**src/tap_params.svh**
```systemverilog
`ifndef TAP_PARAMS_SVH
`define TAP_PARAMS_SVH

// ************************************************************
// scan path lengths and cell positions
// ************************************************************
`define IR_LEN          3
`define ID_LEN          32
`define BS_LEN          109
`define BS_OE_CELL      108
`define BS_OE_RESET     1'b1
`define IR_CAPTURE_VAL  3'h1

// ************************************************************
// identification word field positions
// ************************************************************
`define ID_REV_LSB      29
`define ID_DEV_LSB      12
`define ID_VEN_LSB      1
`define ID_PRESENT_BIT  0

// ************************************************************
// timing
// ************************************************************
`define SYS_CLK_NS      100
`define TCK_MIN_HIGH_NS 20
`define TCK_MIN_HIGH_CYC \
  (((`TCK_MIN_HIGH_NS + `SYS_CLK_NS - 1) / `SYS_CLK_NS) < 1 ? 1 : \
   ((`TCK_MIN_HIGH_NS + `SYS_CLK_NS - 1) / `SYS_CLK_NS))
`define TCK_HALF_CYC    8
`define DLL_LOCK_CYCLES 1024

// ************************************************************
// controller register map (byte offsets) and fields
// ************************************************************
`define REG_CTRL        5'h00
`define REG_TMS         5'h04
`define REG_TDI         5'h08
`define REG_TDO         5'h0C
`define REG_DLL         5'h10
`define CTRL_START_BIT  8
`define CTRL_BUSY_BIT   0
`define DLL_EN_BIT      0
`define DLL_RELOCK_BIT  1
`define DLL_READY_BIT   2
`define DLL_EN_RESET    1'b1

`endif

```
**src/tap_pkg.sv**
```systemverilog
`default_nettype none
package tap_pkg;
  `include "tap_params.svh"

  typedef enum logic [3:0] {
    ST_TLR    = 4'b0000, ST_IDLE   = 4'b0001, ST_SEL_DR = 4'b0010, ST_CAP_DR = 4'b0011,
    ST_SH_DR  = 4'b0100, ST_EX1_DR = 4'b0101, ST_PAU_DR = 4'b0110, ST_EX2_DR = 4'b0111,
    ST_UPD_DR = 4'b1000, ST_SEL_IR = 4'b1001, ST_CAP_IR = 4'b1010, ST_SH_IR  = 4'b1011,
    ST_EX1_IR = 4'b1100, ST_PAU_IR = 4'b1101, ST_EX2_IR = 4'b1110, ST_UPD_IR = 4'b1111
  } tap_state_type;

  typedef enum logic [2:0] {
    INS_PIN_DRIVE     = 3'b000,
    INS_ID_READ       = 3'b001,
    INS_FLOAT_CAPTURE = 3'b010,
    INS_SPARE_3       = 3'b011,
    INS_CAPTURE       = 3'b100,
    INS_SPARE_5       = 3'b101,
    INS_SPARE_6       = 3'b110,
    INS_PASS          = 3'b111
  } instr_type;

  typedef enum logic [1:0] {
    PATH_PASS  = 2'b00,
    PATH_ID    = 2'b01,
    PATH_CHAIN = 2'b10
  } path_type;

  typedef struct packed {
    tap_state_type st;
  } fsm_reg_type;

  typedef struct packed {
    logic                tck_s1, tck_s2, tck_p;
    logic                tms_s1, tms_s2;
    logic                tdi_s1, tdi_s2;
    logic                dll_s1, dll_s2;
    logic [`IR_LEN-1:0]  ir_sr;
    instr_type           ir_q;
    logic                byp;
    logic [`ID_LEN-1:0]  id_sr;
    logic [`BS_LEN-1:0]  bs_sr;
    logic [`BS_LEN-1:0]  bs_upd;
    logic                tdo;
    logic                tdo_oe;
    logic [10:0]         dll_cnt;
    logic                dll_locked;
  } dev_reg_type;

  typedef struct packed {
    logic        tck, tms, tdi;
    logic        tdo_s1, tdo_s2;
    logic [7:0]  div;
    logic [4:0]  idx;
    logic [4:0]  len;
    logic        busy;
    logic [31:0] tms_vec, tdi_vec, tdo_vec;
    logic        ack;
    logic [31:0] rdata;
    logic        dll_en;
    logic [10:0] lock_cnt;
  } host_reg_type;
endpackage
`default_nettype wire

```
**src/tap_link_if.sv**
```systemverilog
`timescale 1ns/10ps
`default_nettype none
interface tap_link_if;
  logic tck;
  logic tms;
  logic tdi;
  logic tdo_drv;
  logic tdo_oe;
  logic tdo;
  logic dll_enable_pin;

  // board pull-up holds the line high while the port floats it
  assign tdo = tdo_oe ? tdo_drv : 1'b1;

  modport device (input tck, input tms, input tdi, input dll_enable_pin,
                  output tdo_drv, output tdo_oe);
  modport controller (output tck, output tms, output tdi, output dll_enable_pin,
                      input tdo);
endinterface
`default_nettype wire

```
**src/tap_fsm.sv**
```systemverilog
`timescale 1ns/10ps
`default_nettype none
module tap_fsm (
  // clock and reset
  input  wire logic                   sys_clk,
  input  wire logic                   rst_n,
  // link step, one pulse per test clock rise
  input  wire logic                   step,
  input  wire logic                   tms,
  // port controller state
  output var  tap_pkg::tap_state_type state
);
  import tap_pkg::*;

  fsm_reg_type q;
  fsm_reg_type d;

  // ************************************************************
  // sixteen-state walk steered by tms at each rise
  // ************************************************************
  function automatic tap_state_type next_state(input tap_state_type s, input logic m);
    tap_state_type n;
    n = s;
    case (s)
      ST_TLR:    n = m ? ST_TLR    : ST_IDLE;
      ST_IDLE:   n = m ? ST_SEL_DR : ST_IDLE;
      ST_SEL_DR: n = m ? ST_SEL_IR : ST_CAP_DR;
      ST_CAP_DR: n = m ? ST_EX1_DR : ST_SH_DR;
      ST_SH_DR:  n = m ? ST_EX1_DR : ST_SH_DR;
      ST_EX1_DR: n = m ? ST_UPD_DR : ST_PAU_DR;
      ST_PAU_DR: n = m ? ST_EX2_DR : ST_PAU_DR;
      ST_EX2_DR: n = m ? ST_UPD_DR : ST_SH_DR;
      ST_UPD_DR: n = m ? ST_SEL_DR : ST_IDLE;
      ST_SEL_IR: n = m ? ST_TLR    : ST_CAP_IR;
      ST_CAP_IR: n = m ? ST_EX1_IR : ST_SH_IR;
      ST_SH_IR:  n = m ? ST_EX1_IR : ST_SH_IR;
      ST_EX1_IR: n = m ? ST_UPD_IR : ST_PAU_IR;
      ST_PAU_IR: n = m ? ST_EX2_IR : ST_PAU_IR;
      ST_EX2_IR: n = m ? ST_UPD_IR : ST_SH_IR;
      ST_UPD_IR: n = m ? ST_SEL_DR : ST_IDLE;
      default:   n = ST_TLR;
    endcase
    return n;
  endfunction

  // advance only on a detected test clock rise
  always_comb begin
    d = q;
    if (step) begin
      d.st = next_state(q.st, tms);
    end
  end

  // power-up lands in logic reset
  always_ff @(posedge sys_clk or negedge rst_n) begin
    if (!rst_n) begin
      q <= '{st: ST_TLR};
    end else begin
      q <= d;
    end
  end

  assign state = q.st;
endmodule
`default_nettype wire

```
**src/sram_boundary_scan_tap.sv**
```systemverilog
`timescale 1ns/10ps
`default_nettype none
`include "tap_params.svh"
module sram_boundary_scan_tap #(
  parameter int             LOCK_CYCLES = `DLL_LOCK_CYCLES,
  parameter logic [2:0]     ID_REV      = 3'h1,     // arbitrary value
  parameter logic [16:0]    ID_DEVICE   = 17'h0ABCD, // arbitrary value
  parameter logic [10:0]    ID_VENDOR   = 11'h2A5   // arbitrary value
) (
  // clock and reset
  input  wire logic                 sys_clk,
  input  wire logic                 rst_n,
  // scan link
  tap_link_if.device                link,
  // memory pin ring
  input  wire logic [`BS_LEN-2:0]   pin_sample,
  output logic      [`BS_LEN-2:0]   pin_drive_val,
  output logic                      pin_drive_en,
  output logic                      read_bus_oe,
  // data-path delay loop
  output logic                      dll_locked
);
  import tap_pkg::*;

  // registered state, its next value and the decoded test clock edges
  dev_reg_type   q;
  dev_reg_type   d;
  tap_state_type tap_st;
  logic          rise;
  logic          fall;

  // ************************************************************
  // fixed values
  // ************************************************************
  // identification word: every field fixed, presence bit forced high
  localparam logic [`ID_LEN-1:0] ID_WORD =
      (`ID_LEN'(ID_REV) << `ID_REV_LSB) |
      (`ID_LEN'(ID_DEVICE) << `ID_DEV_LSB) |
      (`ID_LEN'(ID_VENDOR) << `ID_VEN_LSB) |
      (`ID_LEN'(1) << `ID_PRESENT_BIT);

  // power-up image: identification instruction, output-enable cell high
  localparam dev_reg_type DEV_RST = '{
      ir_q:   INS_ID_READ,
      bs_upd: {`BS_OE_RESET, {(`BS_LEN-1){1'b0}}},
      default: '0};

  // ************************************************************
  // instruction decode
  // ************************************************************
  // spare codes fall to the pass register so a stray load stays harmless
  // every instruction maps to exactly one data path
  function automatic path_type path_of(input instr_type i);
    path_type p;
    case (i)
      INS_ID_READ:       p = PATH_ID;
      INS_PIN_DRIVE,
      INS_FLOAT_CAPTURE,
      INS_CAPTURE:       p = PATH_CHAIN;
      default:           p = PATH_PASS;
    endcase
    return p;
  endfunction

  // ************************************************************
  // edge detection on the synchronised test clock
  // ************************************************************
  // tms and tdi pass the same two stages, so they stay aligned to the edge
  assign rise = q.tck_s2 & ~q.tck_p;
  assign fall = ~q.tck_s2 & q.tck_p;

  // the port controller walk lives in its own module, stepped by each rise
  tap_fsm u_fsm (
    .sys_clk (sys_clk),
    .rst_n   (rst_n),
    .step    (rise),
    .tms     (q.tms_s2),
    .state   (tap_st)
  );

  // ************************************************************
  // scan registers, output stage, lock counter
  // ************************************************************
  always_comb begin
    d        = q;
    // every link pin passes two flip-flops before any logic reads it
    d.tck_s1 = link.tck;
    d.tck_s2 = q.tck_s1;
    d.tck_p  = q.tck_s2;
    d.tms_s1 = link.tms;
    d.tms_s2 = q.tms_s1;
    d.tdi_s1 = link.tdi;
    d.tdi_s2 = q.tdi_s1;
    d.dll_s1 = link.dll_enable_pin;
    d.dll_s2 = q.dll_s1;
    // actions belong to the state being left at this rise
    if (rise) begin
      case (tap_st)
        // capture: parallel load of the selected data path
        ST_CAP_DR: begin
          case (path_of(q.ir_q))
            PATH_ID:    d.id_sr = ID_WORD;
            PATH_CHAIN: d.bs_sr = {q.bs_upd[`BS_OE_CELL], pin_sample};
            default:    d.byp   = 1'b0;
          endcase
        end
        // shift: one step toward the serial output, lsb first
        ST_SH_DR: begin
          case (path_of(q.ir_q))
            PATH_ID:    d.id_sr = {q.tdi_s2, q.id_sr[`ID_LEN-1:1]};
            PATH_CHAIN: d.bs_sr = {q.tdi_s2, q.bs_sr[`BS_LEN-1:1]};
            default:    d.byp   = q.tdi_s2;
          endcase
        end
        // update: only the chain has a pin-side latch
        ST_UPD_DR: begin
          if (path_of(q.ir_q) == PATH_CHAIN) begin
            d.bs_upd = q.bs_sr;
          end
        end
        // instruction path: fixed capture pattern, shift, then load
        ST_CAP_IR: d.ir_sr = `IR_CAPTURE_VAL;
        ST_SH_IR:  d.ir_sr = {q.tdi_s2, q.ir_sr[`IR_LEN-1:1]};
        // the new instruction takes effect as the walk leaves update
        ST_UPD_IR: d.ir_q  = instr_type'(q.ir_sr);
        default: begin
          // other states keep every register
        end
      endcase
    end
    // logic reset holds the default instruction and the driver-enable preset
    if (tap_st == ST_TLR) begin
      d.ir_q               = INS_ID_READ;
      d.bs_upd[`BS_OE_CELL] = `BS_OE_RESET;
    end
    // output changes only after a fall, giving the far end a full half period
    if (fall) begin
      // the line is driven only in the two shift states
      d.tdo_oe = (tap_st == ST_SH_DR) || (tap_st == ST_SH_IR);
      if (tap_st == ST_SH_IR) begin
        d.tdo = q.ir_sr[0];
      end else begin
        // pass is the fallback, so a spare code still gives a defined bit
        case (path_of(q.ir_q))
          PATH_ID:    d.tdo = q.id_sr[0];
          PATH_CHAIN: d.tdo = q.bs_sr[0];
          default:    d.tdo = q.byp;
        endcase
      end
    end
    // lock counts rising clock edges while the enable pin stays high
    // the count saturates, so the flag holds until the pin drops
    if (!q.dll_s2) begin
      d.dll_cnt    = '0;
      d.dll_locked = 1'b0;
    end else if (q.dll_cnt != 11'(LOCK_CYCLES)) begin
      d.dll_cnt    = q.dll_cnt + 11'h001;
    end else begin
      d.dll_locked = 1'b1;
    end
  end

  // ************************************************************
  // state register
  // ************************************************************
  // asynchronous reset loads the power-up image
  always_ff @(posedge sys_clk or negedge rst_n) begin
    if (!rst_n) begin
      q <= DEV_RST;
    end else begin
      q <= d;
    end
  end

  // ************************************************************
  // pin-side outputs, all decoded from registered state
  // ************************************************************
  // serial driver straight from flip-flops
  assign link.tdo_drv  = q.tdo;
  assign link.tdo_oe   = q.tdo_oe;
  // pin ring: latched values, enabled only by the drive instruction
  assign pin_drive_val = q.bs_upd[`BS_LEN-2:0];
  assign pin_drive_en  = (q.ir_q == INS_PIN_DRIVE);
  // identification, capture and pass leave the read bus enabled
  assign read_bus_oe   = (q.ir_q == INS_PIN_DRIVE) ? q.bs_upd[`BS_OE_CELL] :
                         (q.ir_q == INS_FLOAT_CAPTURE) ? 1'b0 : 1'b1;
  // lock flag is registered, never decoded
  assign dll_locked    = q.dll_locked;
endmodule
`default_nettype wire

```
**src/flat_wrapper.sv**
```systemverilog
// flat-port wrapper written by rule: the top's interface ports become plain ports
module sram_boundary_scan_tap_flat import tap_pkg::*;
#(
  parameter int             LOCK_CYCLES = `DLL_LOCK_CYCLES,
  parameter logic [2:0]     ID_REV      = 3'h1,                       
  parameter logic [16:0]    ID_DEVICE   = 17'h0ABCD,                   
  parameter logic [10:0]    ID_VENDOR   = 11'h2A5                     
)
  (sys_clk, rst_n, pin_sample, pin_drive_val, pin_drive_en, read_bus_oe, dll_locked, link_tck, link_tms, link_tdi, link_dll_enable_pin, link_tdo_drv, link_tdo_oe);
  tap_link_if link_i ();
  input  wire logic sys_clk;
  input  wire logic rst_n;
  input  wire logic [`BS_LEN-2:0] pin_sample;
  output logic      [`BS_LEN-2:0] pin_drive_val;
  output logic pin_drive_en;
  output logic read_bus_oe;
  output logic dll_locked;
  input wire logic [$bits(link_i.tck)-1:0] link_tck;
  input wire logic [$bits(link_i.tms)-1:0] link_tms;
  input wire logic [$bits(link_i.tdi)-1:0] link_tdi;
  input wire logic [$bits(link_i.dll_enable_pin)-1:0] link_dll_enable_pin;
  output wire logic [$bits(link_i.tdo_drv)-1:0] link_tdo_drv;
  output wire logic [$bits(link_i.tdo_oe)-1:0] link_tdo_oe;
  assign link_i.tck = link_tck;
  assign link_i.tms = link_tms;
  assign link_i.tdi = link_tdi;
  assign link_i.dll_enable_pin = link_dll_enable_pin;
  assign link_tdo_drv = link_i.tdo_drv;
  assign link_tdo_oe = link_i.tdo_oe;
  sram_boundary_scan_tap #(.LOCK_CYCLES(LOCK_CYCLES), .ID_REV(ID_REV), .ID_DEVICE(ID_DEVICE), .ID_VENDOR(ID_VENDOR)) u_core (.sys_clk(sys_clk), .rst_n(rst_n), .link(link_i), .pin_sample(pin_sample), .pin_drive_val(pin_drive_val), .pin_drive_en(pin_drive_en), .read_bus_oe(read_bus_oe), .dll_locked(dll_locked));
endmodule
```
**config.mk**
```make
export PLATFORM = sky130hd
export DESIGN_NAME = sram_boundary_scan_tap_flat
export DESIGN_NICKNAME = d
export VERILOG_FILES = /design/src/tap_pkg.sv /design/src/tap_link_if.sv /design/src/tap_fsm.sv /design/src/sram_boundary_scan_tap.sv /design/src/flat_wrapper.sv
export VERILOG_INCLUDE_DIRS = /design/src /design/src/src
export SDC_FILE = /design/constraint.sdc
export NUM_CORES = 1
export LEC_CHECK = 0
export BUFFER_PORTS_ARGS = -buffer_cell sky130_fd_sc_hd__buf_2
export CAP_MARGIN = 20
export CORE_ASPECT_RATIO = 0.6
export CORE_MARGIN = 2
export CORE_UTILIZATION = 32
export DETAILED_ROUTE_END_ITERATION = 16
export SLEW_MARGIN = 5
export SYNTH_ARGS = -nofsm -noshare
export SYNTH_HDL_FRONTEND = slang
export SYNTH_SLANG_ARGS = --single-unit
```
**constraint.sdc**
```tcl
create_clock -name sys_clk -period 1.8 [get_ports sys_clk]
set_clock_uncertainty 0.05 [all_clocks]
set_input_delay 0.18 -clock sys_clk [delete_from_list [all_inputs] [get_ports sys_clk]]
set_output_delay 0.18 -clock sys_clk [all_outputs]
set_load 0.03 [all_outputs]
```
After elaboration in Yosys (flattened, before gate mapping):

Index checks and enable logic that the tools add are counted.

* equal/unequal tests: 34
* bitwise logic cells: 4
* reductions and logical operators: 22
* muxes and demuxes: 43
* $add $sub $neg: 1

Operators by type and width (count)
* two-way mux 109 bit: 4
* case mux 142 bit (2 select lines): 1
* two-way mux 254 bit: 1
* two-way mux 32 bit: 2
* case mux 4 bit (12 select lines): 1
* == test 4 bit (second input constant): 8
* two-way mux 2 bit: 11
* == test 4 x 3 -> 1 bit (second input constant): 4
* two-way mux 4 bit: 4
* inequality test 2 bit (second input constant): 8
* two-way mux 12 bit: 1
* two-way mux 3 bit: 4
* AND reduction 4 bit: 3
* nonzero test 2 bit: 6
* adder 11 x 1 -> 11 bit (second input constant): 1
* two-way mux 11 bit: 1
* inequality test 11 bit (second input constant): 1
* two-way mux 1 bit: 10
* == test 2 bit (second input constant): 4
* == test 4 x 2 -> 1 bit (second input constant): 2
* OR reduction 2 bit: 4
* == test 2 x 1 -> 1 bit (second input constant): 3
* case mux 3 bit (2 select lines): 1
* AND reduction 3 bit: 2
* 13 further kinds: 17

* logic and storage cells: 125
* output and inout bits: 113
* bits in registers: 284
* input port bits: 114

Longest topological paths before layout:

* word-level depth: 11
* gate-level depth with buffers: 10
* depth with buffers taken out: 8

Modules after synthesis:

From an unflattened synthesis, not the netlist that was laid out.

* cell total of the unflattened synthesis: 1005
* area, all modules: 13376.6 sq um

Modules (own cells, without submodules)
* sram_boundary_scan_tap: cells an instance 958, area each 12976.2 sq um, instances 1, seq. area each 7009.2 sq um
* tap_fsm: cells an instance 47, area each 400.4 sq um, instances 1, seq. area each 100.1 sq um

Least setup slack after synthesis:

Ideal clock, no wire load.

* kind: register to register
* from: register u_core.q[265] (netlist name)
* to: register u_core.q, in the netlist u_core.pin_drive_val[14]
* setup slack: -35 ps
* cell stages (with the launch flop): 8
* required time: 1625 ps
* period minus slack after synthesis: 1835 ps
* data arrival time: 1660 ps
* buffers on the path: 3
* library setup time: 125 ps
* path through: dfstp_2 -> nand2_1 -> ha_1 -> nand4_1 -> buf_2 -> buf_6 -> buf_6 -> mux2_2

* word-level cells in the longest chain between the ends: 7
* elaborated cells between the ends (all ways): 10
* those cells by class: eq/ne (4); mux (3); reduce/logical (3)

Ends and longest elaborated chain
* start: declaration: RTL line sram_boundary_scan_tap.sv:26 `dev_reg_type q;`
* start signal: assignment: RTL line sram_boundary_scan_tap.sv:169 `q <= DEV_RST;`
* start signal: assignment: RTL line sram_boundary_scan_tap.sv:171 `q <= d;`
* == test 3 bit (tied with other cells): RTL line sram_boundary_scan_tap.sv:55 `case (i)`
* OR reduction 3 bit: RTL line sram_boundary_scan_tap.sv:55
* case mux 2 bit (2 select lines) (*): RTL line sram_boundary_scan_tap.sv:55
* two-way mux 2 bit (*): RTL line sram_boundary_scan_tap.sv:98 `case (tap_st)`
* two-way mux 2 bit (*): RTL line sram_boundary_scan_tap.sv:97 `if (rise) begin`
* == test 2 bit (*): RTL line sram_boundary_scan_tap.sv:117 `if (path_of(q.ir_q) == PATH_CHAIN) begin`
* AND reduction 3 bit (no line) (*)

Every way passes the cells marked *; elsewhere a longest branch is shown, timed or not. The select of a mux whose other input is x is not followed.
A chain may end at the register's enable or synchronous reset.

Final worst setup path:

* from: register u_core.q[267] (netlist name)
* to: register u_core.q[208] (netlist name)

* word-level cells in the longest chain between the ends: 8
* elaborated cells between the ends (all ways): 15
* those cells by class: eq/ne (7); mux (5); reduce/logical (3)

Ends and longest elaborated chain (RTL line)
* == test 3 bit (tied with other cells): sram_boundary_scan_tap.sv:55
* OR reduction 3 bit: sram_boundary_scan_tap.sv:55
* case mux 2 bit (2 select lines) (*): sram_boundary_scan_tap.sv:55
* two-way mux 2 bit: sram_boundary_scan_tap.sv:98
* two-way mux 2 bit: sram_boundary_scan_tap.sv:97
* == test 2 bit (on tied branches): sram_boundary_scan_tap.sv:109, sram_boundary_scan_tap.sv:101
* inequality test 2 bit (no line)
* AND reduction 4 bit (no line) (*)

Marked as above.

==> results.py <==
metrics = {
    "sta": {
        "worst_pin_slew_ps": 506,
        "hold_viol": 0,
        "fin_ws_ps": -151,
        "slew_headroom_pct": 66.3,
        "period_needed_ps": 1950,
        "fmax_mhz": 513,
        "rsz0062_at_grt": "yes",
        "drv_slew": 0,
        "setup_viol": 213,
        "post-route-period-util_pct": 108,
    },
    "clock_tree": {
        "clock-sinks": 284,
        "clk_pin_slew_ps": 60,
        "clk_path_buf_depth": 3,
        "htree_levels": 1,
        "cts_tree": "built",
        "numCtsBuffers": 29,
        "root_buffer": "clkbuf_16",
        "insertion_delay_ps": 570,
    },
    "status": {
        "status": "finished, violations left",
        "violations": "negative setup slack",
    },
    "critical_path": {
        "cp-end-kind": "register",
        "crit_path_max_incr_delay_ps": 410,
        "rrSetupSlack_ps": -150,
        "cp.arrival_ps": 2350,
        "r2r_start": "u_core.q[267]",
        "cp_cell_sequence": "a21oi_2 > ha_4 > buf_4 > o2111ai_4 > buf_12 > bufbuf_16 > buf_4 > nand2_1 > o21ai_1",
        "r2r-end": "u_core.q[208]",
        "cp_max_fo": 8,
        "cp_slowest_cell": "dfrtp_1",
        "crit_top_cell": "buf_4",
        "path_class": "register to register",
        "cp.required_ps": 2200,
        "startpoint_type": "register",
        "worstRegToRegCells": 9,
        "critPathLaunch": "u_core.q[267]",
    },
    "run": {
        "max_cap_viol_count": 0,
    },
    "routing": {
        "ant_nets": 0,
        "dr.pass1.iters": 4,
        "wl_per_cell_um": 18.5,
        "wirelength_um": 37000,
        "drc": 0,
        "drtIter0Drc": 601,
        "routed_via_density": 4.66,
        "vias": 9310,
    },
    "yosys": {
        "synth_cell_types": 53,
        "yosysSeqAreaShare_pct": 54.8,
        "syn_inst": 1124,
        "synth_edf_count": 0,
        "ys.flop_type": "dfrtp_1",
        "syn_avg_cell_area_um2": 11.5,
        "syn_nets": 1242,
        "yosysWarningCount": 0,
        "syn_area_um2": 13000,
        "async_flop_share_pct": 100,
        "ys_ff_latch": 284,
    },
    "placed_design": {
        "dp.cells": 1773,
        "io_buffers": 226,
        "place_congestion": 0.758,
        "hpwl_um": 20500,
    },
    "final_layout": {
        "multiInputGateArea_um2": 5150,
        "final-seq-area_um2": 7110,
        "area_growth_pct": 41.6,
        "drive_above_1_share_pct": 40.2,
        "final_common_cell": "dfrtp_1",
        "fin_cells": 2000,
        "final_cell_mix": "dfrtp_1 (281), buf_2 (223), nand2_1 (142)",
        "fin_nets": 1564,
        "fillerInstances": 3623,
        "fin_util_pct": 45.6,
        "antenna_cells": 0,
    },
    "floorplanning": {
        "fp-row-count": 57,
        "die_area_um2": 42200,
        "ioPinCount": 227,
        "start_util_pct": 32.2,
        "die_height_um": 160,
        "coreArea_um2": 40200,
        "die_x_um": 264,
    },
    "grt": {
        "grt.overflow.total": 0,
        "grt_pass1_wl_um": 52100,
        "grt_pass1_vias": 9178,
        "track_usage_pct": 15.3,
        "grt_max_degree": 56,
        "antenna_found_initial": 0,
    },
    "pwr": {
        "powerDensity_nw_per_um2": 967,
        "p_leak_nw": 9.30,
        "max-vdd-ir-drop_mv": 0.512,
    },
    "min_path": {
        "hold_path.class": "input pin to asynchronous set/reset pin",
    },
}
## worst max-delay path by stage
stage / to / slack (ps) / depth (start not counted)
2_1_floorplan: u_core.pin_drive_val[14] / 30 / 7
3_3_place_gp: u_core.pin_drive_val[90] / -120 / 7
3_5_place_dp: u_core.pin_drive_val[90] / -120 / 7
4_1_cts: pin_drive_en / -110 / 3
5_1_grt: u_core.q[208] / -190 / 9
6_report: u_core.q[208] / -150 / 9
## area by class of cell
cell class,count,area share [%]
Clock inverter,15,1.14
Tap cell,531,3.62
Multi-Input combinational cell,654,28.1
Inverter,12,0.259
Timing Repair Buffer,465,23.8
Clock buffer,39,4.37
Sequential cell,284,38.7
## critical path, delay by kind of cell (launching register included)
kind            cells  cell delay, ps
compound gates      3             430
simple gates        1              50
flops               1             410
fa+ha+maj           1             170
buf+inv             4             710
## where the power goes
group / internal (W) / switching, W / total [W]
clock network: 0.00385 / 0.00266 / 0.00651
logic: 0.00209 / 0.00211 / 0.00421
registers: 0.00677 / 0.000277 / 0.00704
## what timing repair did
action	CTS	global route
pin swaps	1	11
hold buffers	113	0
endpoints found under the setup margin	199	241
buffers inserted	9	10
resized for setup	80	161
endpoints found under the hold margin	394	0
cloned	9	34
## cells in the mapped netlist, drive strengths merged (2+ instances only)
| cell | n | area (um2) |
|---|---|---|
| a21boi | 4 | 30.0 |
| a21oi | 7 | 35.0 |
| a31oi | 3 | 18.8 |
| and2 | 8 | 50.1 |
| and3 | 2 | 12.5 |
| buf | 154 | 1170 |
| clkbuf | 20 | 81.3 |
| dfrtp | 282 | 7060 |
| dfstp | 2 | 52.6 |
| ha | 4 | 50.1 |
| inv | 12 | 45.0 |
| mux2 | 110 | 1240 |
| mux2i | 111 | 1110 |
| nand2 | 171 | 667 |
| nand2b | 2 | 12.5 |
| nand3 | 7 | 35.0 |
| nand4 | 8 | 50.1 |
| nor2 | 23 | 86.3 |
| nor2b | 6 | 37.5 |
| nor3 | 2 | 10.0 |
| nor4 | 3 | 18.8 |
| o2111ai | 3 | 38.8 |
| o21ai | 153 | 822 |
| or3 | 2 | 12.5 |
| xnor2 | 7 | 61.3 |
| xor2 | 2 | 17.5 |
## sequential cells by signal, summed over array words and instances, names as in the netlist
signal,flops
u_core.link.tdo_drv,1
u_core.d,5
u_core.q,164
u_core.pin_drive_val,108
u_core.dll_locked,1
u_core.u_fsm.state,4
u_core.link.tdo_oe,1
## stage by stage
stage / worst slack, ps / total power (W) / setup TNS, ps / hold slack [ps] / instance area [um2]
2_1_floorplan: 31.1 / 0.00947 / 0 / -166 / 13000
3_3_place_gp: -121 / 0.0105 / -11170 / 111 / 14300
3_5_place_dp: -120 / 0.0106 / -11180 / 113 / 14300
4_1_cts: -114 / 0.0174 / -8550 / 101 / 17100
5_1_grt: -191 / 0.0186 / -27510 / 120 / 18400
6_report: -151 / 0.0178 / -15620 / 94.3 / 18400
## layer usage
| layer | part of all wire (%) | global-route usage (%) | routed length, um | up-vias |
|---|---|---|---|---|
| met5 | 0 | 0 | 0 | - |
| met1 | 49 | 21.7 | 18000 | 4662 |
| met4 | 1.7 | 3.23 | 637 | 0 |
| met3 | 5.0 | 3.55 | 1860 | 47 |
| li1 | - | - | - | 4396 |
| met2 | 45 | 24.0 | 16500 | 205 |
## cell families (layout without fill, tap and decap cells)
group           after synthesis  in the layout  synth area share (%)
buf+inv                     186            531                  9.98
mux                         221            221                  18.1
simple gates                241            241                  8.22
fa+ha+maj                     4              4                 0.386
flops                       284            284                  54.8
xor+xnor                      9              9                 0.608
compound gates              179            179                  7.88
Power figures use the tool's default switching activity.
